$ cat config.mk
export PLATFORM = sky130hd
export DESIGN_NAME = count_gate
export DESIGN_NICKNAME = d
export VERILOG_FILES = /design/src/rtl/count_gate_pkg.sv /design/src/rtl/set_clear_latch.sv /design/src/rtl/count_char_decode.sv /design/src/rtl/count_gate.sv
export SDC_FILE = /design/constraint.sdc
export NUM_CORES = 1
export LEC_CHECK = 0
export ABC_AREA = 0
export BUFFER_PORTS_ARGS = -buffer_cell sky130_fd_sc_hd__buf_2
export CORE_UTILIZATION = 40
export CTS_BUF_LIST = sky130_fd_sc_hd__clkbuf_16
export DETAILED_ROUTE_END_ITERATION = 7
export HOLD_SLACK_MARGIN = 0.05
export PLACE_DENSITY = 0.65
export SYNTH_ARGS = -nofsm -noshare
export SYNTH_HDL_FRONTEND = slang
export SYNTH_SLANG_ARGS = --single-unit
$ cat constraint.sdc
create_clock -name i_core_clk -period 4.8 [get_ports i_core_clk]
set_input_delay 1.44 -clock i_core_clk [delete_from_list [all_inputs] [get_ports i_core_clk]]
set_output_delay 1.44 -clock i_core_clk [all_outputs]
set_load 0.05 [all_outputs]
$ cat src/rtl/count_gate_pkg.sv
// Behaviour
// - count 8-23 onto bus 48-63 on status and log-one stores
// - count parity onto bus 53-55, log three
// - equals-two when all bits but 19 zero
// - seq4 write chain equals-two: hold tail, retain
// - low-three-zero when bits 21-23 zero
// - read overrun sets chain check
// - less-than-two when all bits but 20 zero
// - write chain less-than-two: hold tail, retain
// - read chain new word small count checks
// - at-most-two is OR of three decodes
// - before decrement, at-most-two sets last word
// - at-most-one decode from bits 7-23
// - valid command word at-most-one sets last word
// - first below-one sample with A loaded checks
// - second below-one sample with byte excess checks
// - second sample skipped after first check
// - one count unit is eight bytes
// - decrement by one at bit 20
// - byte count equals tail clears count unless a tail is held
package count_gate_pkg;
  // register byte offsets on the bus
  localparam logic [7:0] CTRL_OFS = 8'h00;
  localparam logic [7:0] COUNT_OFS = 8'h04;
  localparam logic [7:0] PAR_OFS = 8'h08;
  localparam logic [7:0] STAT_OFS = 8'h0C;
  localparam logic [7:0] TAIL_OFS = 8'h10;
  // control field positions
  localparam int CTRL_READ = 0;
  localparam int CTRL_WRITE = 1;
  localparam int CTRL_CHAIN = 2;
  localparam int CTRL_CLEAR = 3;
  // reset values; zero count carries odd parity ones
  localparam logic [2:0] CTRL_RST = 3'h0;
  localparam logic [23:0] COUNT_RST = 24'h000000;
  localparam logic [2:0] PAR_RST = 3'h7;
  // decode masks, count bit 0 is the leftmost
  localparam logic [0:23] EQ2_MASK = 24'hFFFFEF;
  localparam logic [0:23] LT2_MASK = 24'hFFFFF7;
  localparam logic [0:23] MID_MASK = 24'h01FFF0;
  localparam logic [0:23] BELOW1_MASK = 24'h01FFF8;
  localparam logic [0:23] LOW3_MASK = 24'h000007;
  localparam int BIT20 = 20;
  // storage-in bus placement
  localparam int IN_BUS_CNT_LO = 48;
  localparam int IN_BUS_CNT_HI = 63;
  localparam int IN_BUS_PAR_LO = 53;
  localparam int IN_BUS_PAR_HI = 55;
  localparam int CNT_TO_BUS_LO = 8;
  // held tail is count bits 19-23
  localparam int TAIL_LO = 19;
  // bus slave states
  typedef enum logic [1:0] {
    ST_IDLE = 2'b01,
    ST_ACK = 2'b10
  } apb_state_type;
endpackage : count_gate_pkg

$ cat src/rtl/set_clear_latch.sv
module set_clear_latch (
  input wire logic i_core_clk,
  input wire logic i_rst_n,
  input wire logic i_set,
  input wire logic i_clr,
  output logic o_q
);
  // set outranks clear so a same-cycle event survives
  always_ff @(posedge i_core_clk) begin
    if (!i_rst_n) begin
      o_q <= 1'b0;
    end else if (i_set) begin
      o_q <= 1'b1;
    end else if (i_clr) begin
      o_q <= 1'b0;
    end
  end
endmodule : set_clear_latch

$ cat src/rtl/count_char_decode.sv
module count_char_decode
  import count_gate_pkg::*;
(
  input wire logic [0:23] i_count,
  output logic o_eq2,
  output logic o_lt2,
  output logic o_le1,
  output logic o_lt1,
  output logic o_low3_zero,
  output logic o_le2
);
  // pure gates, so the sequencer sees the live count
  always_comb begin
    o_eq2 = ~|(i_count & EQ2_MASK);
    o_lt2 = ~|(i_count & LT2_MASK);
    o_low3_zero = ~|(i_count & LOW3_MASK);
    o_le1 = ~|(i_count & MID_MASK) &
      (~i_count[BIT20] | o_low3_zero);
    o_lt1 = ~|(i_count & BELOW1_MASK);
    o_le2 = o_eq2 | o_lt2 | o_le1;
  end
endmodule : count_char_decode

$ cat src/rtl/count_gate.sv
// The register addresses and the APB slave port are this design's own decisions.
module count_gate (
  input wire logic i_core_clk,
  input wire logic i_rst_n,
  input wire logic i_psel,
  input wire logic i_penable,
  input wire logic i_pwrite,
  input wire logic [7:0] i_paddr,
  input wire logic [31:0] i_pwdata,
  output logic [31:0] o_prdata,
  output logic o_pready,
  output logic o_pslverr,
  input wire logic i_seq1,
  input wire logic i_seq4_t2,
  input wire logic i_cmd_valid,
  input wire logic i_tail_add_done,
  input wire logic i_count_update,
  input wire logic i_byte_step,
  input wire logic [2:0] i_byte_counter,
  input wire logic i_byte_count_latches_zero,
  input wire logic i_a_reg_loaded,
  input wire logic i_store_status,
  input wire logic i_store_log1,
  input wire logic i_store_log3,
  output logic [0:63] o_storage_in_bus,
  output logic o_last_word,
  output logic o_chain_check,
  output logic o_retain_storage,
  output logic o_overrun,
  output logic [0:4] o_held_tail,
  output logic o_held_tail_par
);
  import count_gate_pkg::*;

  apb_state_type st_r;
  logic [2:0] ctrl_r;
  logic [0:23] count_r;
  logic [0:23] count_nxt;
  logic [0:2] par_r;
  logic first_hit_r;
  logic overrun_seen;
  logic eq2, lt2, le1, lt1, low3z, le2;
  logic rd, wr, chain;
  logic wr_fire, mapped;
  logic [31:0] rdata;
  logic clr;
  logic [2:0] tail_sel;
  logic byte_match, byte_gt_tail;
  logic held_take, ovr_evt, r9_evt, r14_evt, r15_evt;
  logic last_set, chk_set, count_clear;

  // odd parity per byte of the count
  function automatic logic [0:2] gen_par(input logic [0:23] v);
    gen_par = {~^v[0:7], ~^v[8:15], ~^v[16:23]};
  endfunction : gen_par

  count_char_decode u_decode (
    .i_count(count_r),
    .o_eq2(eq2),
    .o_lt2(lt2),
    .o_le1(le1),
    .o_lt1(lt1),
    .o_low3_zero(low3z),
    .o_le2(le2)
  );

  // mode bits from software
  assign rd = ctrl_r[CTRL_READ];
  assign wr = ctrl_r[CTRL_WRITE];
  assign chain = ctrl_r[CTRL_CHAIN];

  // bus write lands only on the completing edge
  assign wr_fire = (st_r == ST_ACK) & i_psel & i_penable & i_pwrite;
  assign clr = wr_fire & (i_paddr == CTRL_OFS) & i_pwdata[CTRL_CLEAR];

  // address decode and read mux
  always_comb begin
    mapped = 1'b1;
    rdata = 32'h00000000;
    case (i_paddr)
      CTRL_OFS: rdata = {29'h00000000, ctrl_r};
      COUNT_OFS: rdata = {8'h00, count_r};
      PAR_OFS: rdata = {29'h00000000, par_r};
      STAT_OFS: rdata = {21'h000000, first_hit_r, le2, low3z, lt1,
        le1, lt2, eq2, overrun_seen, o_retain_storage,
        o_chain_check, o_last_word};
      TAIL_OFS: rdata = {26'h0000000, o_held_tail_par, o_held_tail};
      default: mapped = 1'b0;
    endcase
  end

  // one wait state, so read data comes from a flop
  always_ff @(posedge i_core_clk) begin
    if (!i_rst_n) begin
      st_r <= ST_IDLE;
      o_pready <= 1'b0;
      o_pslverr <= 1'b0;
      o_prdata <= 32'h00000000;
    end else begin
      case (st_r)
        ST_IDLE: begin
          if (i_psel & i_penable) begin
            st_r <= ST_ACK;
            o_pready <= 1'b1;
            o_pslverr <= ~mapped;
            o_prdata <= i_pwrite ? 32'h00000000 : rdata;
          end
        end
        ST_ACK: begin
          st_r <= ST_IDLE;
          o_pready <= 1'b0;
          o_pslverr <= 1'b0;
          o_prdata <= 32'h00000000;
        end
        default: begin
          st_r <= ST_IDLE;
          o_pready <= 1'b0;
          o_pslverr <= 1'b0;
        end
      endcase
    end
  end

  // control register; clear bit is a self-clearing command
  always_ff @(posedge i_core_clk) begin
    if (!i_rst_n) begin
      ctrl_r <= CTRL_RST;
    end else if (wr_fire & (i_paddr == CTRL_OFS)) begin
      ctrl_r <= i_pwdata[2:0];
    end
  end

  // after a hand-off the ending is sensed on the held tail
  assign tail_sel = o_retain_storage ? o_held_tail[2:4] : count_r[21:23];
  assign byte_match = i_byte_step & o_last_word &
    (i_byte_counter == tail_sel);
  assign byte_gt_tail = i_byte_counter > count_r[21:23];
  // a held tail means the count already belongs to the next word
  assign count_clear = byte_match & ~o_retain_storage;

  // next count for a doubleword access, tail bits untouched
  assign count_nxt = {count_r[0:BIT20] - 21'h000001, count_r[21:23]};

  // hardware updates win over a software load in the same cycle
  always_ff @(posedge i_core_clk) begin
    if (!i_rst_n) begin
      count_r <= COUNT_RST;
      par_r <= PAR_RST;
    end else if (count_clear) begin
      count_r <= COUNT_RST;
      par_r <= PAR_RST;
    end else if (i_count_update & (rd | wr)) begin
      count_r <= count_nxt;
      par_r <= gen_par(count_nxt);
    end else if (wr_fire & (i_paddr == COUNT_OFS)) begin
      count_r <= i_pwdata[23:0];
      par_r <= gen_par(i_pwdata[23:0]);
    end else if (wr_fire & (i_paddr == PAR_OFS)) begin
      par_r <= i_pwdata[2:0];
    end
  end

  // tail hand-off in write chaining
  assign held_take = i_seq4_t2 & wr & chain & (eq2 | lt2);

  always_ff @(posedge i_core_clk) begin
    if (!i_rst_n) begin
      o_held_tail <= 5'h00;
      o_held_tail_par <= 1'b1;
    end else if (held_take) begin
      o_held_tail <= count_r[TAIL_LO:23];
      o_held_tail_par <= par_r[2];
    end
  end

  set_clear_latch u_retain (
    .i_core_clk(i_core_clk),
    .i_rst_n(i_rst_n),
    .i_set(held_take),
    .i_clr(clr | byte_match),
    .o_q(o_retain_storage)
  );

  // last-word trigger sources
  assign last_set =
    (i_count_update & (rd | wr) & le2) |
    (i_cmd_valid & (i_seq1 | (chain & (rd | wr))) & le1);

  set_clear_latch u_last (
    .i_core_clk(i_core_clk),
    .i_rst_n(i_rst_n),
    .i_set(last_set),
    .i_clr(clr),
    .o_q(o_last_word)
  );

  // chain check sources
  assign ovr_evt = i_byte_step & rd & o_last_word &
    i_byte_count_latches_zero & ~low3z;
  assign r9_evt = i_cmd_valid & rd & chain & lt2 &
    i_a_reg_loaded & byte_gt_tail;
  assign r14_evt = i_cmd_valid & rd & chain & lt1 &
    i_a_reg_loaded;
  // second look only when the first found nothing
  assign r15_evt = i_tail_add_done & rd & chain & lt1 &
    byte_gt_tail & ~first_hit_r;
  assign chk_set = ovr_evt | r9_evt | r14_evt | r15_evt;

  set_clear_latch u_check (
    .i_core_clk(i_core_clk),
    .i_rst_n(i_rst_n),
    .i_set(chk_set),
    .i_clr(clr),
    .o_q(o_chain_check)
  );

  set_clear_latch u_ovr (
    .i_core_clk(i_core_clk),
    .i_rst_n(i_rst_n),
    .i_set(ovr_evt),
    .i_clr(clr),
    .o_q(overrun_seen)
  );

  // remembers the first sample's outcome for this command word
  always_ff @(posedge i_core_clk) begin
    if (!i_rst_n) begin
      first_hit_r <= 1'b0;
    end else if (i_cmd_valid) begin
      first_hit_r <= r14_evt;
    end
  end

  // overrun pulse for the sequencer
  always_ff @(posedge i_core_clk) begin
    if (!i_rst_n) begin
      o_overrun <= 1'b0;
    end else begin
      o_overrun <= ovr_evt;
    end
  end

  // storage-in gating; bus idles at zero between stores
  always_ff @(posedge i_core_clk) begin
    if (!i_rst_n) begin
      o_storage_in_bus <= 64'h0000000000000000;
    end else begin
      o_storage_in_bus <= 64'h0000000000000000;
      if (i_store_status | i_store_log1) begin
        o_storage_in_bus[IN_BUS_CNT_LO:IN_BUS_CNT_HI] <=
          count_r[CNT_TO_BUS_LO:23];
      end else if (i_store_log3) begin
        o_storage_in_bus[IN_BUS_PAR_LO:IN_BUS_PAR_HI] <= par_r;
      end
    end
  end
endmodule : count_gate

==> reports/metrics.yaml, run 1 <==
drtIter0Drc: 297
met2_usage: 0.3524
postCtsHoldBufs: 0
wl_um: 14060
clock_latency_ps: 340
clockPowerShare: 0.397
placedCellCount: 864
first_pass_iters: 5
die_y_um: 115.8
r2r_setup_slack_ps: 2190
critPathLaunchType: "primary input"
finalHoldViolations: 0
pwr-share-comb: 0.143
clock_sinks: 85
grt_max_degree: 47
syn_area_um2: 5179
hpwlAfterDp_um: 10340
num_rows: 41
grtUsageMet1: 0.2651
grt_overflow_total: 0
rsz0062_at_grt: "false"
min-delay-start: "o_pslverr"
ys_seq_area_frac: 0.3286
cp_slowest_stage_delay_ps: 920
area_delta_synth_final_pct: 12.15
die_w_um: 115.8
antennaDiodeCount: 0
p_leak_nw: 2.402
antenna_found_initial: 0
root_buffer: "clkbuf_16"
synthArstFlopShare: 0
drv_slew: 0
drc: 0
synthFlopType: "dfxtp_1"
end_kind: "register"
p_per_area_nw_per_um2: 265.1
status: "completed"
p_int_w: 0.001098
power_switching_w: 0.0004423
crit_fanout: 18
cts_resized: 0
use_met3: 0.04132
max-vdd-ir-drop_uv: 134.8
holdPathStages: 2
grt_pass1_vias: 4261
start_util: 0.4104
synth_top_area_share: 0.3286
final_cells: 879
vias_per_cell: 5.303
cts-buffers-inserted: 9
synth_cell_types: 61
reg2reg_depth: 9
reg2reg_to: "par_r[0]"
cp_data_required_time_ps: 5080
critPathBufInv: 1
grt.total_usage: 0.2123
switching_share: 0.2872
io_buffer_count: 102
critPathArrivalTime_ps: 3550
max_freq_mhz: 305.9
crit_chain: "buf_2, nor4_1, nand2b_1, nor4_4, nand2_1, o21ai_0, a21oi_1, nor2b_1"
cp_top_family: "simple AND/OR/NAND/NOR gates"
finalSetupViolCount: 0
worstMarginPinSlew_ps: 1174
min_to: "o_pslverr"
setup_tns_ps: 0
postCtsSetupBuffers: 0
critPathKind: "primary input to register"
die_area_um2: 13410
avgSynthCellArea_um2: 8.260
grt_pass1_wl_um: 21620
synth_top_cells_by_area: "dfxtp_1 33%, buf_4 8.4%, xnor2_1 5.6%"
slew_headroom: 0.2147
reg2reg_from: "count_r[20]"
clk_path_buf_depth: 2
slowest_stage: "nor4_4"
layout-drive-gt1-share: 0.1909
path_clk_slew_ps: 60
p_seq_frac: 0.461
synth-seq-cells: 85
synth-edff-count: 0
synth_top_area_cell: "dfxtp_1"
tritoncts: "yes"
hp-class: "register to register"
ant_nets: 0
min_period_ps: 3269
ioPinCount: 167
route.vias.total: 4661
wl_per_cell_um: 16.00
max-cap-violations: 0
skew_ps: 5.284
final_nets: 769
h-tree-depth: 3
syn_inst: 627
core_um2: 12620
top_usage_layer: "met2"
fin_crit_sh: 0.6810
place_congestion: 0.8992
ys_warn_count: 0
[flip-flops by register name, summed over array words and instances, names as in the netlist, 3 cells and up]
name	flops
count_r	24
o_prdata	24
o_storage_in_bus	16
o_held_tail	5
ctrl_r	3
par_r	3
[cell families (layout without fill, tap and decap cells)]
logic type / after synthesis / after routing / share of synthesized area
xor gates and xnor gates: 43 / 43 / 0.07538
adders and majority gates: 7 / 7 / 0.01691
AOI/OAI and AO/OA: 139 / 139 / 0.1749
other: 1 / 56 / 0.0007241
muxes: 15 / 15 / 0.03624
buffers and inverters: 110 / 135 / 0.1264
DFF: 85 / 85 / 0.3286
and+or+nand+nor: 227 / 227 / 0.2409
[area by class of cell]
cell class | count | area, µm²
timing repair buffer | 106 | 540.5
multi-input combinational | 487 | 3047
clock inverter | 6 | 26.28
tap | 172 | 215.2
inverter | 14 | 52.55
sequential | 85 | 1702
clock buffer | 9 | 225.2
fill | 1304 | 6812
[how the worst max path moves through the flow]
stage                    start          end  slack [ps]  depth (start not counted)
floorplan           i_paddr[0]   count_r[6]        1630                          8
global placement    i_paddr[0]  count_r[12]        1290                          9
detailed placement  i_paddr[0]  count_r[12]        1230                          9
CTS                 i_paddr[0]  count_r[14]        1600                          9
global route        i_paddr[0]   count_r[0]        1360                          8
finish              i_paddr[0]  o_prdata[6]        1530                          8
[synthesized netlist by cell type (12+ instances only)]
cell type  number
nor2b_1        36
a21oi_1        30
buf_4          58
xnor2_1        33
and2_1         18
nor3_1         19
nand3_1        16
inv_1          14
a22oi_1        22
clkbuf_1       27
mux2i_1        12
dfxtp_1        85
nor2_1         36
o21ai_0        31
nand2_1        56
[power groups by stage]
stage	combinational (W)	clock, W	sequential, W
floorplan	0.000196	0	0.000732
global placement	0.000215	0	0.000725
detailed placement	0.000218	0	0.000725
CTS	0.000218	0.000626	0.000709
global route	0.000232	0.000657	0.000709
finish	0.000219	0.000611	0.000710
[metrics by stage]
step	cell area, µm²	utilization	total power (W)	setup slack (ps)	hold slack, ps
floorplan	5385	-	0.0009283	1632	464.7
CTS	5808	0.4602	0.001554	1597	454.7
global placement	5557	0.4403	0.0009399	1292	440.2
detailed placement	5557	0.4403	0.0009430	1230	445.0
finish	5808	0.4602	0.001540	1531	451.3
global route	5808	0.4602	0.001598	1361	475.4
[cells in the final DEF (no fill, tap or decap), drive strengths merged, types with 2 or more instances in the layout]
| master | synthesis | final |
|---|---|---|
| xor2 | 9 | 9 |
| a21boi | 9 | 9 |
| buf | 69 | 106 |
| ha | 7 | 7 |
| mux4 | 3 | 3 |
| o21bai | 2 | 2 |
| o21ai | 33 | 33 |
| nand4 | 5 | 5 |
| inv | 14 | 18 |
| a221oi | 8 | 8 |
| dfxtp | 85 | 85 |
| and2 | 19 | 19 |
| xnor2 | 33 | 33 |
| a21oi | 30 | 30 |
| and4 | 3 | 3 |
| or3 | 5 | 5 |
| a31oi | 11 | 11 |
| nand2b | 5 | 5 |
| nor4 | 11 | 11 |
| nand3b | 2 | 2 |
| nand2 | 56 | 56 |
| nor2 | 38 | 38 |
| and3 | 3 | 3 |
| o21a | 6 | 6 |
| nand3 | 16 | 16 |
| clkbuf | 27 | 9 |
| a211oi | 6 | 6 |
| a311oi | 2 | 2 |
| nor2b | 36 | 36 |
| nor3b | 3 | 3 |
| conb | 1 | 56 |
| a22oi | 22 | 22 |
| nor3 | 19 | 19 |
| nand4b | 4 | 4 |
| mux2i | 12 | 12 |
[worst reg2reg max path: stages (launching register included)]
cell and delay, ps:
dfxtp_1 450, inv_1 180, ha_1 350, nor3b_1 390, nand4_1 220, o21bai_1 210
a21oi_1 90, a311oi_1 330, xnor2_1 190, o21ai_1 80
[layer usage]
metal,share of wire,vias up,wire (µm)
met1,0.43,2194,6100
met5,0,-,0
li1,-,2229,-
met3,0.062,22,878
met2,0.48,216,6761
met4,0.023,0,324
Power figures use the tool's default switching activity.
==> run 2, diff against run 1 <==
--- a/config.mk
+++ b/config.mk
@@ -11,7 +11,7 @@
 export CTS_BUF_LIST = sky130_fd_sc_hd__clkbuf_16
 export DETAILED_ROUTE_END_ITERATION = 7
 export HOLD_SLACK_MARGIN = 0.05
-export PLACE_DENSITY = 0.65
+export PLACE_DENSITY = 0.68
 export SYNTH_ARGS = -nofsm -noshare
 export SYNTH_HDL_FRONTEND = slang
 export SYNTH_SLANG_ARGS = --single-unit
==> constraint.sdc (replaced) <==
create_clock -name i_core_clk -period 2.9 [get_ports i_core_clk]
set_input_delay 0.87 -clock i_core_clk [delete_from_list [all_inputs] [get_ports i_core_clk]]
set_output_delay 0.87 -clock i_core_clk [all_outputs]
set_load 0.05 [all_outputs]
==> reports/metrics.yaml, run 2 (same netlist as run 1, synthesis figures left out) <==
postCtsHoldBufs: 0  # unchanged
max-vdd-ir-drop_uv: 211.6  # +57%
grt_pass1_vias: 4226  # -0.82%
die_y_um: 115.8  # unchanged
status: "completed"
area_delta_synth_final_pct: 16.65
clk_path_buf_depth: 2  # unchanged
grt_max_degree: 42  # -11%
num_rows: 41  # unchanged
p_leak_nw: 2.544  # +5.9%
tritoncts: "yes"
place_ws_ps: 113.7  # -1116 ps
drv_slew: 0  # unchanged
place_congestion: 0.9268  # +3.1%
antenna_found_initial: 0  # unchanged
min-delay-start: "o_pslverr"
reg2reg_depth: 9  # unchanged
skew_ps: 8.970  # +3.686 ps
hpwlAfterDp_um: 10720  # +3.7%
grt_overflow_total: 0  # unchanged
end_kind: "register"
whs_ps: 448.6  # -2.732 ps
reg2reg_to: "par_r[0]"
clock_latency_ps: 350  # about the same
reg2reg_from: "count_r[19]"
clock_sinks: 85  # unchanged
ant_nets: 0  # unchanged
largest_registers: "count_r x24, o_prdata x24, o_storage_in_bus x16"
final_nets: 794  # +3.3%
path_clk_slew_ps: 60  # about the same
antennaDiodeCount: 0  # unchanged
r2r_setup_slack_ps: 420  # -1770 ps
finalHoldViolations: 0  # unchanged
crit_chain: "inv_1, ha_1, nor3b_1, nand4_1, o21bai_1, a21oi_1, a311oi_1, xnor2_1, o21ai_1"
first_pass_iters: 5  # unchanged
critPathArrivalTime_ps: 2720  # -830 ps
drtIter0Drc: 354  # +19%
final_cell_mix: "102 x buf_2, 85 x dfxtp_1, 56 x nand2_1, 56 x conb_1"
clockPowerShare: 0.415  # +0.018
crit_fanout: 8  # -10
h-tree-depth: 3  # unchanged
cts_resized: 0  # unchanged
layout-drive-gt1-share: 0.2202  # +0.02930
pwr-share-comb: 0.140  # -0.003
power_switching_w: 0.0007322  # +66%
setup_tns_ps: 0  # unchanged
p_seq_frac: 0.445  # -0.016
worstMarginPinSlew_ps: 698.4  # -475.8 ps
grt.total_usage: 0.2165  # +0.004172
finish.utilization: 0.4787  # +0.01844
wl_um: 14110  # +0.30%
layout_setup_ws_ps: 416.4  # -1115 ps
finalSetupViolCount: 0  # unchanged
critPathLaunchType: "register"
hp-class: "register to register"
fin_crit_sh: 0.8564
switching_share: 0.2774  # -0.009785
p_int_w: 0.001907  # +74%
rsz0062_at_grt: "false"
cp_data_required_time_ps: 3130  # -1950 ps
max-cap-violations: 0  # unchanged
wl_per_cell_um: 15.62  # -2.4%
cp_slowest_stage_delay_ps: 400  # -520 ps
min_period_ps: 2484
vias_per_cell: 5.239  # -1.2%
slew_headroom: 0.5335  # +0.3188
die_w_um: 115.8  # unchanged
holdPathStages: 2  # unchanged
io_buffer_count: 102  # unchanged
slowest_stage: "nor3b_1"
grt_pass1_wl_um: 21940  # +1.5%
place_area_um2: 5769  # +3.8%
min_to: "o_pslverr"
max_freq_mhz: 402.6
critPathKind: "register to register"
p_per_area_nw_per_um2: 436.9  # +65%
start_util: 0.4104  # unchanged
die_area_um2: 13410  # unchanged
drc: 0  # unchanged
root_buffer: "clkbuf_16"
postCtsSetupBuffers: 0  # unchanged
fin_area_um2: 6041  # +4.0%
cts-buffers-inserted: 9  # unchanged
fill_cells: 1263  # -3.1%
core_um2: 12620  # unchanged
ioPinCount: 167  # unchanged
final_common_cell: "buf_2"
route.vias.total: 4731  # +1.5%
[run 2: cell count changes in the layout (fill, tap and decap cells not counted), sizes merged]
cell,delta
buf,+25
inv,-2
bufinv,+1
clkinv,+1
clkinvlp,-1
[run 2: through the flow]
stage / std cells / total power, W
2_1_floorplan: 682 / 0.001537
4_1_cts: 903 / 0.002659
5_1_grt: 903 / 0.002734
6_report: 903 / 0.002639
3_5_place_dp: 889 / 0.001567
3_3_place_gp: 889 / 0.001562
[run 2: worst max-delay path, delay by kind of cell, from the launching register on]
kind	cells	cell delay, ps
xor gates and xnor gates	1	190
and+or+nand+nor	2	640
adders and majority gates	1	340
AOI/OAI and AO/OA	4	690
buffers and inverters	1	110
DFF	1	380
[run 2: area by class of cell]
cell class | instances | area (µm²) | share of cell area
clock inverter | 5 | 46.29 | 0.007664
timing repair buffer | 131 | 753.2 | 0.1247
tap | 172 | 215.2 | 0.03563
clock buffer | 9 | 225.2 | 0.03728
inverter | 14 | 52.55 | 0.008699
multi-input combinational | 487 | 3047 | 0.5043
sequential | 85 | 1702 | 0.2817
[run 2: how the worst max path moves through the flow]
stage / startpoint / endpoint / cells after the start
final: count_r[19] / par_r[0] / 9
after global routing: i_paddr[0] / par_r[0] / 8
after CTS: count_r[19] / par_r[0] / 9
after detailed placement: i_paddr[0] / par_r[0] / 8
after global placement: i_paddr[0] / par_r[0] / 8
after floorplan: i_paddr[0] / count_r[6] / 8
[run 2: power groups by stage]
stage	clock network, W	registers (W)	logic (W)
3_5_place_dp	0	0.00120	0.000366
3_3_place_gp	0	0.00120	0.000362
2_1_floorplan	0	0.00121	0.000324
5_1_grt	0.00117	0.00117	0.000390
6_report	0.00110	0.00117	0.000368
4_1_cts	0.00112	0.00117	0.000366
[run 2: layer usage]
layer  global-route usage  share of wire
met4               0.1205          0.033
met5                    0              0
met1               0.2769           0.44
met3              0.04446          0.061
met2               0.3405           0.47
